==> config.mk <==
export PLATFORM = sky130hd
export DESIGN_NAME = tal_thermal_alert
export DESIGN_NICKNAME = d
export VERILOG_FILES = /design/src/rtl/tal_pkg.sv /design/src/rtl/tal_sensor_action.sv /design/src/rtl/tal_thermal_alert.sv
export VERILOG_INCLUDE_DIRS = /design/src /design/src/rtl
export SDC_FILE = /design/constraint.sdc
export NUM_CORES = 1
export LEC_CHECK = 0
export ABC_CLOCK_PERIOD_IN_PS = 3200
export BUFFER_PORTS_ARGS = -buffer_cell sky130_fd_sc_hd__clkbuf_2
export CAP_MARGIN = 40
export CORE_ASPECT_RATIO = 2
export CORE_MARGIN = 5
export CORE_UTILIZATION = 35
export CTS_CLUSTER_DIAMETER = 200
export CTS_CLUSTER_SIZE = 40
export DETAILED_ROUTE_END_ITERATION = 10
export PLACE_DENSITY = 0.71
export SYNTH_ARGS = -nofsm -noshare
export SYNTH_HDL_FRONTEND = slang
export SYNTH_SLANG_ARGS = --single-unit
==> constraint.sdc <==
create_clock -name clk_i -period 3.2 [get_ports clk_i]
set_input_delay 0.64 -clock clk_i [delete_from_list [all_inputs] [get_ports clk_i]]
set_output_delay 0.64 -clock clk_i [all_outputs]
set_load 0.01 [all_outputs]
==> src/rtl/tal_defines.svh <==
// constants for the thermal alert logic
`ifndef TAL_DEFINES_SVH
`define TAL_DEFINES_SVH
`define TAL_NUM_SENSORS   3
`define TAL_SENSOR_CORE0  0
`define TAL_SENSOR_CORE1  1
`define TAL_SENSOR_HUB    2
`define TAL_ACT_WIDTH     5
`define TAL_ACT_SCI       0
`define TAL_ACT_SMI       1
`define TAL_ACT_SREF2X    2
`define TAL_ACT_MEMTHR    3
`define TAL_ACT_PERFTHR   4
`define TAL_ACT_RESET     5'h00
`endif

==> src/rtl/tal_pkg.sv <==
// types shared by the thermal alert logic
package tal_pkg;
	typedef enum logic [2:0] {
		TAL_RUN  = 3'h1,
		TAL_ALRT = 3'h2,
		TAL_TRIP = 3'h4
	} tal_state_t;
endpackage : tal_pkg

==> src/rtl/tal_sensor_action.sv <==
// per-sensor edge detect and programmed action pulses
`timescale 1ns/1ps
`include "tal_defines.svh"
module tal_sensor_action #(
	parameter int ACT_W = `TAL_ACT_WIDTH
) (
	input  wire logic             clk_i,
	input  wire logic             rstn_i,
	input  wire logic             hot_i,
	input  wire logic [ACT_W-1:0] on_assert_i,
	input  wire logic [ACT_W-1:0] on_deassert_i,
	output logic      [ACT_W-1:0] action_o
);
	logic hot_q;

	always_ff @(posedge clk_i or negedge rstn_i) begin
		if (!rstn_i) begin
			hot_q <= 1'b0;
		end else begin
			hot_q <= hot_i;
		end
	end

	// RL3 edge actions
	always_ff @(posedge clk_i or negedge rstn_i) begin
		if (!rstn_i) begin
			action_o <= `TAL_ACT_RESET;
		end else if (hot_i && !hot_q) begin
			action_o <= on_assert_i;
		end else if (!hot_i && hot_q) begin
			action_o <= on_deassert_i;
		end else begin
			action_o <= `TAL_ACT_RESET;
		end
	end
endmodule : tal_sensor_action

==> src/rtl/tal_thermal_alert.sv <==
// thermal alert combine, external hot input, actions and shutdown
//
// Contract
// RL1 - assert hot output low while any core or hub sensor reports overheating
// RL2 - any trip or external hot makes every sensor see hot asserted; a board pull during our own drive is masked until two cycles after release
// RL3 - each sensor programmable actions on assertion and deassertion edges
// RL4 - core in deepest sleep state drops its hot contribution automatically
// RL5 - board logic may drive hot pin low when itself overheating
// RL6 - catastrophic trip halts execution and asserts open-drain shutdown low
// RL7 - external hot input passes a two-stage synchroniser first
`timescale 1ns/1ps
`include "tal_defines.svh"
module tal_thermal_alert
	import tal_pkg::*;
#(
	parameter int NS    = `TAL_NUM_SENSORS,
	parameter int ACT_W = `TAL_ACT_WIDTH
) (
	input  wire logic                clk_i,
	input  wire logic                rstn_i,
	input  wire logic [NS-1:0]       sensor_hot_i,
	input  wire logic [1:0]          deepest_core_sleep_state_i,
	input  wire logic                proc_hot_n_i,
	input  wire logic                cat_trip_i,
	input  wire logic [NS*ACT_W-1:0] on_assert_i,
	input  wire logic [NS*ACT_W-1:0] on_deassert_i,
	output logic                     proc_hot_n_o,
	output logic                     proc_hot_n_oe_o,
	output logic      [NS-1:0]       sensor_seen_hot_o,
	output logic                     system_control_interrupt_o,
	output logic                     system_management_interrupt_o,
	output logic                     sref_2x_o,
	output logic                     mem_throttle_o,
	output logic                     perf_throttle_o,
	output logic                     exec_halt_o,
	output logic                     thermal_shutdown_n_o,
	output logic                     thermal_shutdown_n_oe_o
);
	import tal_pkg::*;

	// ----------------------------------------
	// external hot input
	// ----------------------------------------
	logic ext_meta_q;
	logic ext_hot_q;
	logic own_hot_q;
	logic own_dly1_q;
	logic own_dly2_q;

	// RL7 two flop sync
	always_ff @(posedge clk_i or negedge rstn_i) begin
		if (!rstn_i) begin
			ext_meta_q <= 1'b0;
			ext_hot_q  <= 1'b0;
		end else begin
			ext_meta_q <= ~proc_hot_n_i;
			ext_hot_q  <= ext_meta_q;
		end
	end

	// own drive delayed like the pin, so our echo and its mask line up
	// RL5 own echo mask
	always_ff @(posedge clk_i or negedge rstn_i) begin
		if (!rstn_i) begin
			own_dly1_q <= 1'b0;
			own_dly2_q <= 1'b0;
		end else begin
			own_dly1_q <= own_hot_q;
			own_dly2_q <= own_dly1_q;
		end
	end

	// ----------------------------------------
	// sensor combine
	// ----------------------------------------
	logic [NS-1:0] contrib;
	logic          any_trip;
	logic          ext_only;

	// RL4 sleep masks core
	always_comb begin
		contrib = sensor_hot_i;
		contrib[`TAL_SENSOR_CORE0] = sensor_hot_i[`TAL_SENSOR_CORE0]
			& ~deepest_core_sleep_state_i[0];
		contrib[`TAL_SENSOR_CORE1] = sensor_hot_i[`TAL_SENSOR_CORE1]
			& ~deepest_core_sleep_state_i[1];
	end

	assign any_trip = |contrib;
	// open drain: who pulls the pin is unknowable, so the echo of our own pull is dropped
	// limitation: a board pull during our own drive shows two cycles after we let go
	// RL5 board drives hot
	assign ext_only = ext_hot_q & ~own_dly2_q;

	// RL1 drive hot pin
	always_ff @(posedge clk_i or negedge rstn_i) begin
		if (!rstn_i) begin
			own_hot_q <= 1'b0;
		end else begin
			own_hot_q <= any_trip;
		end
	end

	assign proc_hot_n_o    = 1'b0;
	assign proc_hot_n_oe_o = own_hot_q;

	// RL2 all sensors see hot
	always_ff @(posedge clk_i or negedge rstn_i) begin
		if (!rstn_i) begin
			sensor_seen_hot_o <= '0;
		end else begin
			sensor_seen_hot_o <= {NS{any_trip | ext_only}};
		end
	end

	// ----------------------------------------
	// per-sensor actions
	// ----------------------------------------
	logic [NS*ACT_W-1:0] act_all;
	logic [ACT_W-1:0]    act_or;

	genvar g;
	generate
		for (g = 0; g < NS; g++) begin : g_sens
			tal_sensor_action #(.ACT_W(ACT_W)) u_act (
				.clk_i        (clk_i),
				.rstn_i       (rstn_i),
				.hot_i        (sensor_seen_hot_o[g]),
				.on_assert_i  (on_assert_i[g*ACT_W +: ACT_W]),
				.on_deassert_i(on_deassert_i[g*ACT_W +: ACT_W]),
				.action_o     (act_all[g*ACT_W +: ACT_W])
			);
		end
	endgenerate

	always_comb begin
		act_or = '0;
		for (int i = 0; i < NS; i++) begin
			act_or = act_or | act_all[i*ACT_W +: ACT_W];
		end
	end

	// RL3 control interrupt pulse
	always_ff @(posedge clk_i or negedge rstn_i) begin
		if (!rstn_i) begin
			system_control_interrupt_o <= 1'b0;
		end else begin
			system_control_interrupt_o <= act_or[`TAL_ACT_SCI];
		end
	end

	// RL3 management interrupt pulse
	always_ff @(posedge clk_i or negedge rstn_i) begin
		if (!rstn_i) begin
			system_management_interrupt_o <= 1'b0;
		end else begin
			system_management_interrupt_o <= act_or[`TAL_ACT_SMI];
		end
	end

	// RL3 self refresh pulse
	always_ff @(posedge clk_i or negedge rstn_i) begin
		if (!rstn_i) begin
			sref_2x_o <= 1'b0;
		end else begin
			sref_2x_o <= act_or[`TAL_ACT_SREF2X];
		end
	end

	// RL3 memory throttle pulse
	always_ff @(posedge clk_i or negedge rstn_i) begin
		if (!rstn_i) begin
			mem_throttle_o <= 1'b0;
		end else begin
			mem_throttle_o <= act_or[`TAL_ACT_MEMTHR];
		end
	end

	// RL3 performance throttle pulse
	always_ff @(posedge clk_i or negedge rstn_i) begin
		if (!rstn_i) begin
			perf_throttle_o <= 1'b0;
		end else begin
			perf_throttle_o <= act_or[`TAL_ACT_PERFTHR];
		end
	end

	// ----------------------------------------
	// catastrophic trip
	// ----------------------------------------
	tal_state_t state_q;
	tal_state_t state_d;
	logic       halt_q;

	// sticky until reset: cooling must not restart a part that already overheated
	// RL6 trip is sticky
	always_comb begin
		state_d = state_q;
		case (state_q)
			TAL_RUN: begin
				if (cat_trip_i) begin
					state_d = TAL_TRIP;
				end else if (own_hot_q) begin
					state_d = TAL_ALRT;
				end
			end
			TAL_ALRT: begin
				if (cat_trip_i) begin
					state_d = TAL_TRIP;
				end else if (!own_hot_q) begin
					state_d = TAL_RUN;
				end
			end
			TAL_TRIP: begin
				state_d = TAL_TRIP;
			end
			// a corrupted code fails safe into shutdown
			default: begin
				state_d = TAL_TRIP;
			end
		endcase
	end

	always_ff @(posedge clk_i or negedge rstn_i) begin
		if (!rstn_i) begin
			state_q <= TAL_RUN;
		end else begin
			state_q <= state_d;
		end
	end

	// taken from the next state so halt shows one edge after the trip, from a flop
	// RL6 halt and shutdown
	always_ff @(posedge clk_i or negedge rstn_i) begin
		if (!rstn_i) begin
			halt_q <= 1'b0;
		end else begin
			halt_q <= (state_d == TAL_TRIP);
		end
	end

	assign exec_halt_o             = halt_q;
	assign thermal_shutdown_n_o    = 1'b0;
	assign thermal_shutdown_n_oe_o = halt_q;
endmodule : tal_thermal_alert

Yosys cells after proc, flatten, opt, wreduce, memory -nomap -nowiden
Index checks and enable logic that the tools add are counted.
{"block": "classes", "addsub": 0, "multipliers": 0, "n_div": 0, "magnitude_cmp": 0, "eq_ne": 3, "shifts": 0, "muxes": 11, "bitwise_logic": 10, "n_reduce_logical": 13}
{"cell": "$mux W5", "n": 6}
{"cell": "$mux W3", "n": 4}
{"cell": "$or A5 B5 Y5", "n": 2}
{"cell": "$logic_and A1 B1 Y1", "n": 6}
{"cell": "$logic_not A1 Y1", "n": 6}
{"cell": "$pmux W3 S2", "n": 1}
{"cell": "$not A1 Y1", "n": 4}
{"cell": "$and A1 B1 Y1", "n": 3}
{"cell": "$eq A3 B1 Y1 const B", "n": 1}
{"cell": "$eq A3 B2 Y1 const B", "n": 1}
{"cell": "$eq A3 B3 Y1 const B", "n": 1}
{"cell": "$reduce_or A3 Y1", "n": 1}
{"cell": "$or A1 B1 Y1", "n": 1}
{"block": "word_totals", "reg_bits": 33, "latchBits": 0, "mem_bits_rw": 0, "rom_bits": 0, "inputBits": 39, "output_inout_bits": 13, "wordCells": 56, "mem_count": 0}

Depth between registers and ports, before layout
Gate-level depths: netlist (run 1).
{"block": "logic_depth", "ltp_word": 4, "ltp_mapped": 3, "mapped_depth_nobuf": 2}

Cells and area by module
A second synthesis (run 1) with hierarchy kept.
{"block": "unflattened", "cells_unflattened": 76, "area_unflattened_um2": 1162.4}
{"mod": "tal_sensor_action", "n_inst": 3, "cells_per_inst": 13, "area_per_inst_um2": 212.7, "seq_area_each_um2": 150.1}
{"mod": "tal_thermal_alert", "n_inst": 1, "cells_per_inst": 37, "area_per_inst_um2": 524.3, "seq_area_each_um2": 376.6}

Worst setup path before layout (run 1)
OpenSTA, ideal clock, no wires.
{"block": "synth_timing", "path_type": "flip-flop to output port", "startpoint": "register sensor_seen_hot_o[0] (netlist name)", "endpoint": "output port sensor_seen_hot_o[0]", "arrival_ns": 0.581, "t_required_ns": 2.560, "slack_ns": 1.979, "path_stages_with_launch": 2, "n_path_buf": 1, "path_cell_list": "dfrtp_1 -> buf_4"}
{"element": "end, declared", "line": "tal_thermal_alert.sv:29", "source": "output logic [NS-1:0] sensor_seen_hot_o,"}
No word-level cell between the ends.

Worst setup path after layout (run 1)
{"block": "layout_timing", "startpoint": "register sensor_seen_hot_o[0] (netlist name)", "endpoint": "output port sensor_seen_hot_o[1]"}
No word-level cell between the ends.

==> run summary, run 1 <==
Die Area: 4478 sq um
GP Congestion: 0.6765
Final core occ: 45.55%
Final clock skew: 1.935 ps
DP Area: 1330 sq um
Vias: 742
Worst skew pair latency: 270 ps
Max cap viols: 0
Crit-path cells: clkbuf_2
Initial Util: 35.69%
CTS tree: done
Worst path max stage delay: 460 ps
Placed Cells: 146
Library cells used by synthesis: 17
Post-synthesis cell area: 1114 sq um
Final Hold Fails: 0
Row cnt: 29
Number of global-route vias before repair: 841
Root Buffer: clkbuf_8
Synth warnings: 0
CP Class: reg -> out
Setup WS post-layout: 1644 ps
Hold Crit Class: reg -> reg
Prevailing post-synth register cell: dfrtp_1
Detailed placement HPWL: 1.648 mm
Chip width: 49.89 um
CTS H-tree lvls: 2
First-pass GRT wire length: 3.429 mm
Final period util: 48.63%
EDFF count, synth: 0
Outcome: completed
IO Count: 52
Crit path time final: 1556 ps
Arrival time worst endpoint: 920 ps
Die Ht: 89.77 um
Post-route cell area: 1421 sq um
Critical path launch point type: flop
Most frequent cells in the layout: clkbuf_2 (49), dfrtp_1 (30), a22o_1 (15), or3_1 (7), clkbuf_8 (6)
NumNets Final: 161
Final setup viols: 0
Pwr Density: 576.7 nW/um^2
Hold Worst Slack: 356.4 ps
Fmax: 642.6 MHz
Core Box Area: 3120 sq um
Via density: 4.818
Asr flop ratio synth: 100.0%
Number of port buffers: 49
Initial DRC count: 4
RSZ-0062 raised after global routing: false
DR pass1 iterations: 2
CP Max Fanout: 6
Slew @ Worst Pin: 705.4 ps
Routed Wire Length: 2.012 mm
Max-slew headroom: 52.97%
Fin cells: 154
DRC: 0
Flops & latches, synth: 31
Layout cells sized above 1: 47.97%
Slowest CP cell: dfrtp_1
CP endpoint kind: output pin
CTS Buf Count: 5
Required @ worst endpoint: 2560 ps
Most common cell after layout, fill and taps aside: clkbuf_2
ANT nets after route: 0
Sequential-to-total area share from yosys stat: 69.78%
Setup WS pre-CTS: 1946 ps
Post-Syn Area per Cell: 15.25 sq um
Worst path top cell family by delay: flip-flops
Post CTS Setup Buffer Count: 0
Grt ovf: 0
CTS resizes: 0
Initial antenna violation count: 0
Bufs and invs on worst path: 1
Mapped Cells: 73
Slew Viols, Final: 0
Largest net degree at the start of global routing: 32
Clk pin slew, worst setup/hold paths: 60 ps
Layout area overhead: 27.64%
Max Root-Sink Buffers: 2
Antenna diodes: 0
WL per Instance: 13.06 um
Setup TNS: 0 ps
Total power draw: 0.8197 mW
Hold_buf cts: 0
TritonCTS Sinks: 31
All-Layer GR Usage: 9.983%
Leak: 0.7382 nW
Worst vdd ir: 0.3153 mV
cells by family after synthesis:
group	after synthesis	share of synthesized area, %
xor gates and xnor gates	1	0.7867
and+or+nand+nor	16	10.56
other	1	0.3368
buffers and inverters	9	6.740
AOI/OAI and AO/OA	15	11.80
DFF	31	69.78
cell type report:
cell class / count / area, sq um
clock buffer: 7 / 86.33
timing repair buffer: 49 / 245.2
tap: 31 / 38.79
clock inverter: 1 / 5.005
multi-input combinational: 34 / 265.3
inverter: 1 / 3.754
fill: 304 / 1699
sequential: 31 / 777.0
power breakdown:
group          internal [mW]  leakage [nW]  total (mW)  switching [mW]
clock                  0.173        0.0482       0.298           0.125
sequential             0.423         0.375       0.433         0.00940
combinational         0.0467         0.315      0.0887          0.0420
total                  0.643         0.738       0.820           0.177
registers in the layout, indices dropped and copies added (netlist names):
name	count
own_dly1_q	1
state_q	3
sensor_seen_hot_o	1
g_sens.u_act.hot_q	1
perf_throttle_o	1
g_sens.u_act.action_o	15
ext_meta_q	1
sref_2x_o	1
proc_hot_n_oe_o	1
exec_halt_o	1
mem_throttle_o	1
own_dly2_q	1
ext_hot_q	1
system_control_interrupt_o	1
system_management_interrupt_o	1
layer usage:
metal	routed length [um]	vias up	track usage, %
li1	-	349	-
met1	617	345	9.607
met2	1101	38	16.28
met3	189	10	2.980
met4	103	0	8.753
met5	0	-	0
cell usage after synthesis (3+ instances only):
cell	count	area share [%]
a22o_1	15	12
buf_4	6	4.0
or3_1	7	3.9
dfrtp_1	30	67
nand2b_1	3	1.7
worst paths after layout:
kind / from / to / slack (ps) / cells past startpoint
max: sensor_seen_hot_o[0] / sensor_seen_hot_o[1] / 1640 / 1
min: own_dly1_q / own_dly2_q / 360 / 0
max reg2reg: state_q[0] / state_q[2] / 2130 / 2
min reg2reg: own_dly1_q / own_dly2_q / 360 / 0
max in group asynchronous: rstn_i / proc_hot_n_oe_o / 2340 / 1
min in group asynchronous: rstn_i / g_sens[2].u_act.action_o[2] / 410 / 1
Note: power is estimated with default switching activity, not from simulation.
==> inputs of run 2 (changes only) <==
--- a/config.mk
+++ b/config.mk
@@ -6,7 +6,7 @@
 export SDC_FILE = /design/constraint.sdc
 export NUM_CORES = 1
 export LEC_CHECK = 0
-export ABC_CLOCK_PERIOD_IN_PS = 3200
+export ABC_CLOCK_PERIOD_IN_PS = 1300
 export BUFFER_PORTS_ARGS = -buffer_cell sky130_fd_sc_hd__clkbuf_2
 export CAP_MARGIN = 40
 export CORE_ASPECT_RATIO = 2
@@ -15,7 +15,7 @@
 export CTS_CLUSTER_DIAMETER = 200
 export CTS_CLUSTER_SIZE = 40
 export DETAILED_ROUTE_END_ITERATION = 10
-export PLACE_DENSITY = 0.71
+export PLACE_DENSITY = 0.73
 export SYNTH_ARGS = -nofsm -noshare
 export SYNTH_HDL_FRONTEND = slang
 export SYNTH_SLANG_ARGS = --single-unit
==> constraint.sdc (replaced) <==
create_clock -name clk_i -period 1.3 [get_ports clk_i]
set_input_delay 0.26 -clock clk_i [delete_from_list [all_inputs] [get_ports clk_i]]
set_output_delay 0.26 -clock clk_i [all_outputs]
set_load 0.01 [all_outputs]
==> run 2 against run 1 <==
Sequential power increased by 140%. First-iteration DRC count increased to 3.0 times the previous value. Combinational power increased to 2.6 times the previous value. Total power increased by 150%. Cell count increased by 0.65%. Largest cell class unchanged. Highest routed layer unchanged.
==> run summary, run 2 (synthesis results as in run 1) <==
Initial Util: 35.69%
Slowest CP cell: dfrtp_1
Detailed placement HPWL: 1.767 mm
Final period util: 90.58%
Die Area: 4478 sq um
Worst skew pair latency: 270 ps
Pwr Density: 1390 nW/um^2
Most common cell after layout, fill and taps aside: clkbuf_2
R2r endpoint: state_q[2]
Leak: 0.7506 nW
Fillers: 295
Arrival time worst endpoint: 920 ps
Number of port buffers: 49
Worst vdd ir: 0.7083 mV
TritonCTS Sinks: 31
Crit-path cells: clkbuf_2
Slew Viols, Final: 0
Max Root-Sink Buffers: 2
Root Buffer: clkbuf_8
Chip width: 49.89 um
IO Count: 52
CTS resizes: 0
CTS tree: done
First-pass GRT wire length: 3.760 mm
Worst R2R Setup Slack: 240 ps
R2r startpoint: state_q[0]
Crit path time final: 1178 ps
Top reg by flops: g_sens.u_act.action_o
Row cnt: 29
Clk pin slew, worst setup/hold paths: 60 ps
Worst Min Path Start: proc_hot_n_i
Hold Path Depth: 2
WL per Instance: 13.85 um
All-Layer GR Usage: 10.96%
Critical path launch point type: flop
Core Box Area: 3120 sq um
Min-Delay Endpoint: ext_meta_q
DRC: 0
Largest register FFs: 15
Most frequent cells in the layout: clkbuf_2 (49), dfrtp_1 (30), a22o_1 (15), or3_1 (7), clkbuf_8 (6)
Layout area overhead: 30.00%
Worst path max stage delay: 460 ps
RSZ-0062 raised after global routing: false
Grt ovf: 0
Worst path top cell family by delay: flip-flops
Antenna diodes: 0
Routed Wire Length: 2.146 mm
Via density: 4.890
Initial antenna violation count: 0
ANT nets after route: 0
Outcome: completed
R2r worst-path depth: 2
Largest regs: g_sens.u_act.action_o x15, state_q x3
GP Congestion: 0.7145
Register area: 777.0 sq um
Die Ht: 89.77 um
Fmax: 849.2 MHz
CP Class: reg -> out
Number of global-route vias before repair: 872
Layout cells sized above 1: 48.39%
CTS Buf Count: 5
CP endpoint kind: output pin
Final Hold Fails: 0
Multi-input gate area: 265.3 sq um
Final core occ: 46.39%
Initial DRC count: 12
NumNets Final: 163
Final setup viols: 0
Max cap viols: 0
Setup TNS: 0 ps
Required @ worst endpoint: 1040 ps
DR pass1 iterations: 4
Final clock skew: 2.360 ps
Hold Crit Class: in -> reg
CTS H-tree lvls: 2
Bufs and invs on worst path: 1
Vias: 758
CP Max Fanout: 6
Largest net degree at the start of global routing: 25
run 2: repair_timing:
item,CTS,global route
setup endpoints to repair,0,0
hold buffers,1,0
hold endpoints to repair,7,0
buffers inserted,0,0
run 2: how the worst max path moves through the flow:
stage / from / endpoint / slack [ps] / cells past startpoint
finish: sensor_seen_hot_o[0] / sensor_seen_hot_o[1] / 120 / 1
global route: sensor_seen_hot_o[0] / sensor_seen_hot_o[2] / 70 / 1
CTS: sensor_seen_hot_o[0] / sensor_seen_hot_o[0] / 100 / 1
detailed placement: state_q[0] / exec_halt_o / 240 / 2
global placement: state_q[0] / state_q[2] / 290 / 2
floorplan: sensor_seen_hot_o[0] / g_sens[0].u_act.action_o[1] / 260 / 3
run 2: area by class of cell:
cell class | instances | share of cell area (%)
Clock buffer | 6 | 5.704
Clock inverter | 1 | 0.3457
Inverter | 1 | 0.2593
Multi-Input combinational cell | 34 | 18.32
Sequential cell | 31 | 53.67
Tap cell | 31 | 2.679
Timing Repair Buffer | 51 | 19.01
run 2: routing by layer:
metal	up-vias	routed length [um]	GRT usage [%]
met5	-	0	0
met3	5	174	3.808
met2	36	1270	18.62
met4	0	69	8.753
met1	364	631	9.859
li1	353	-	-
run 2: power by group:
part	switching, mW	internal (mW)
registers	0.0221	1.04
logic	0.108	0.123
clock network	0.303	0.414
run 2: per-stage QoR:
step           setup WS [ps]  cells  hold WS (ps)  cell area (sq um)  power (mW)
6_report               122.5    155         126.2               1448       2.012
5_1_grt                65.76    155         113.9               1448       2.121
4_1_cts                102.8    155         115.0               1448       2.056
3_5_place_dp           240.3    147         122.7               1350       1.318
3_3_place_gp           285.4    147         113.4               1350       1.300
2_1_floorplan          261.6     74        -35.59               1117       1.203
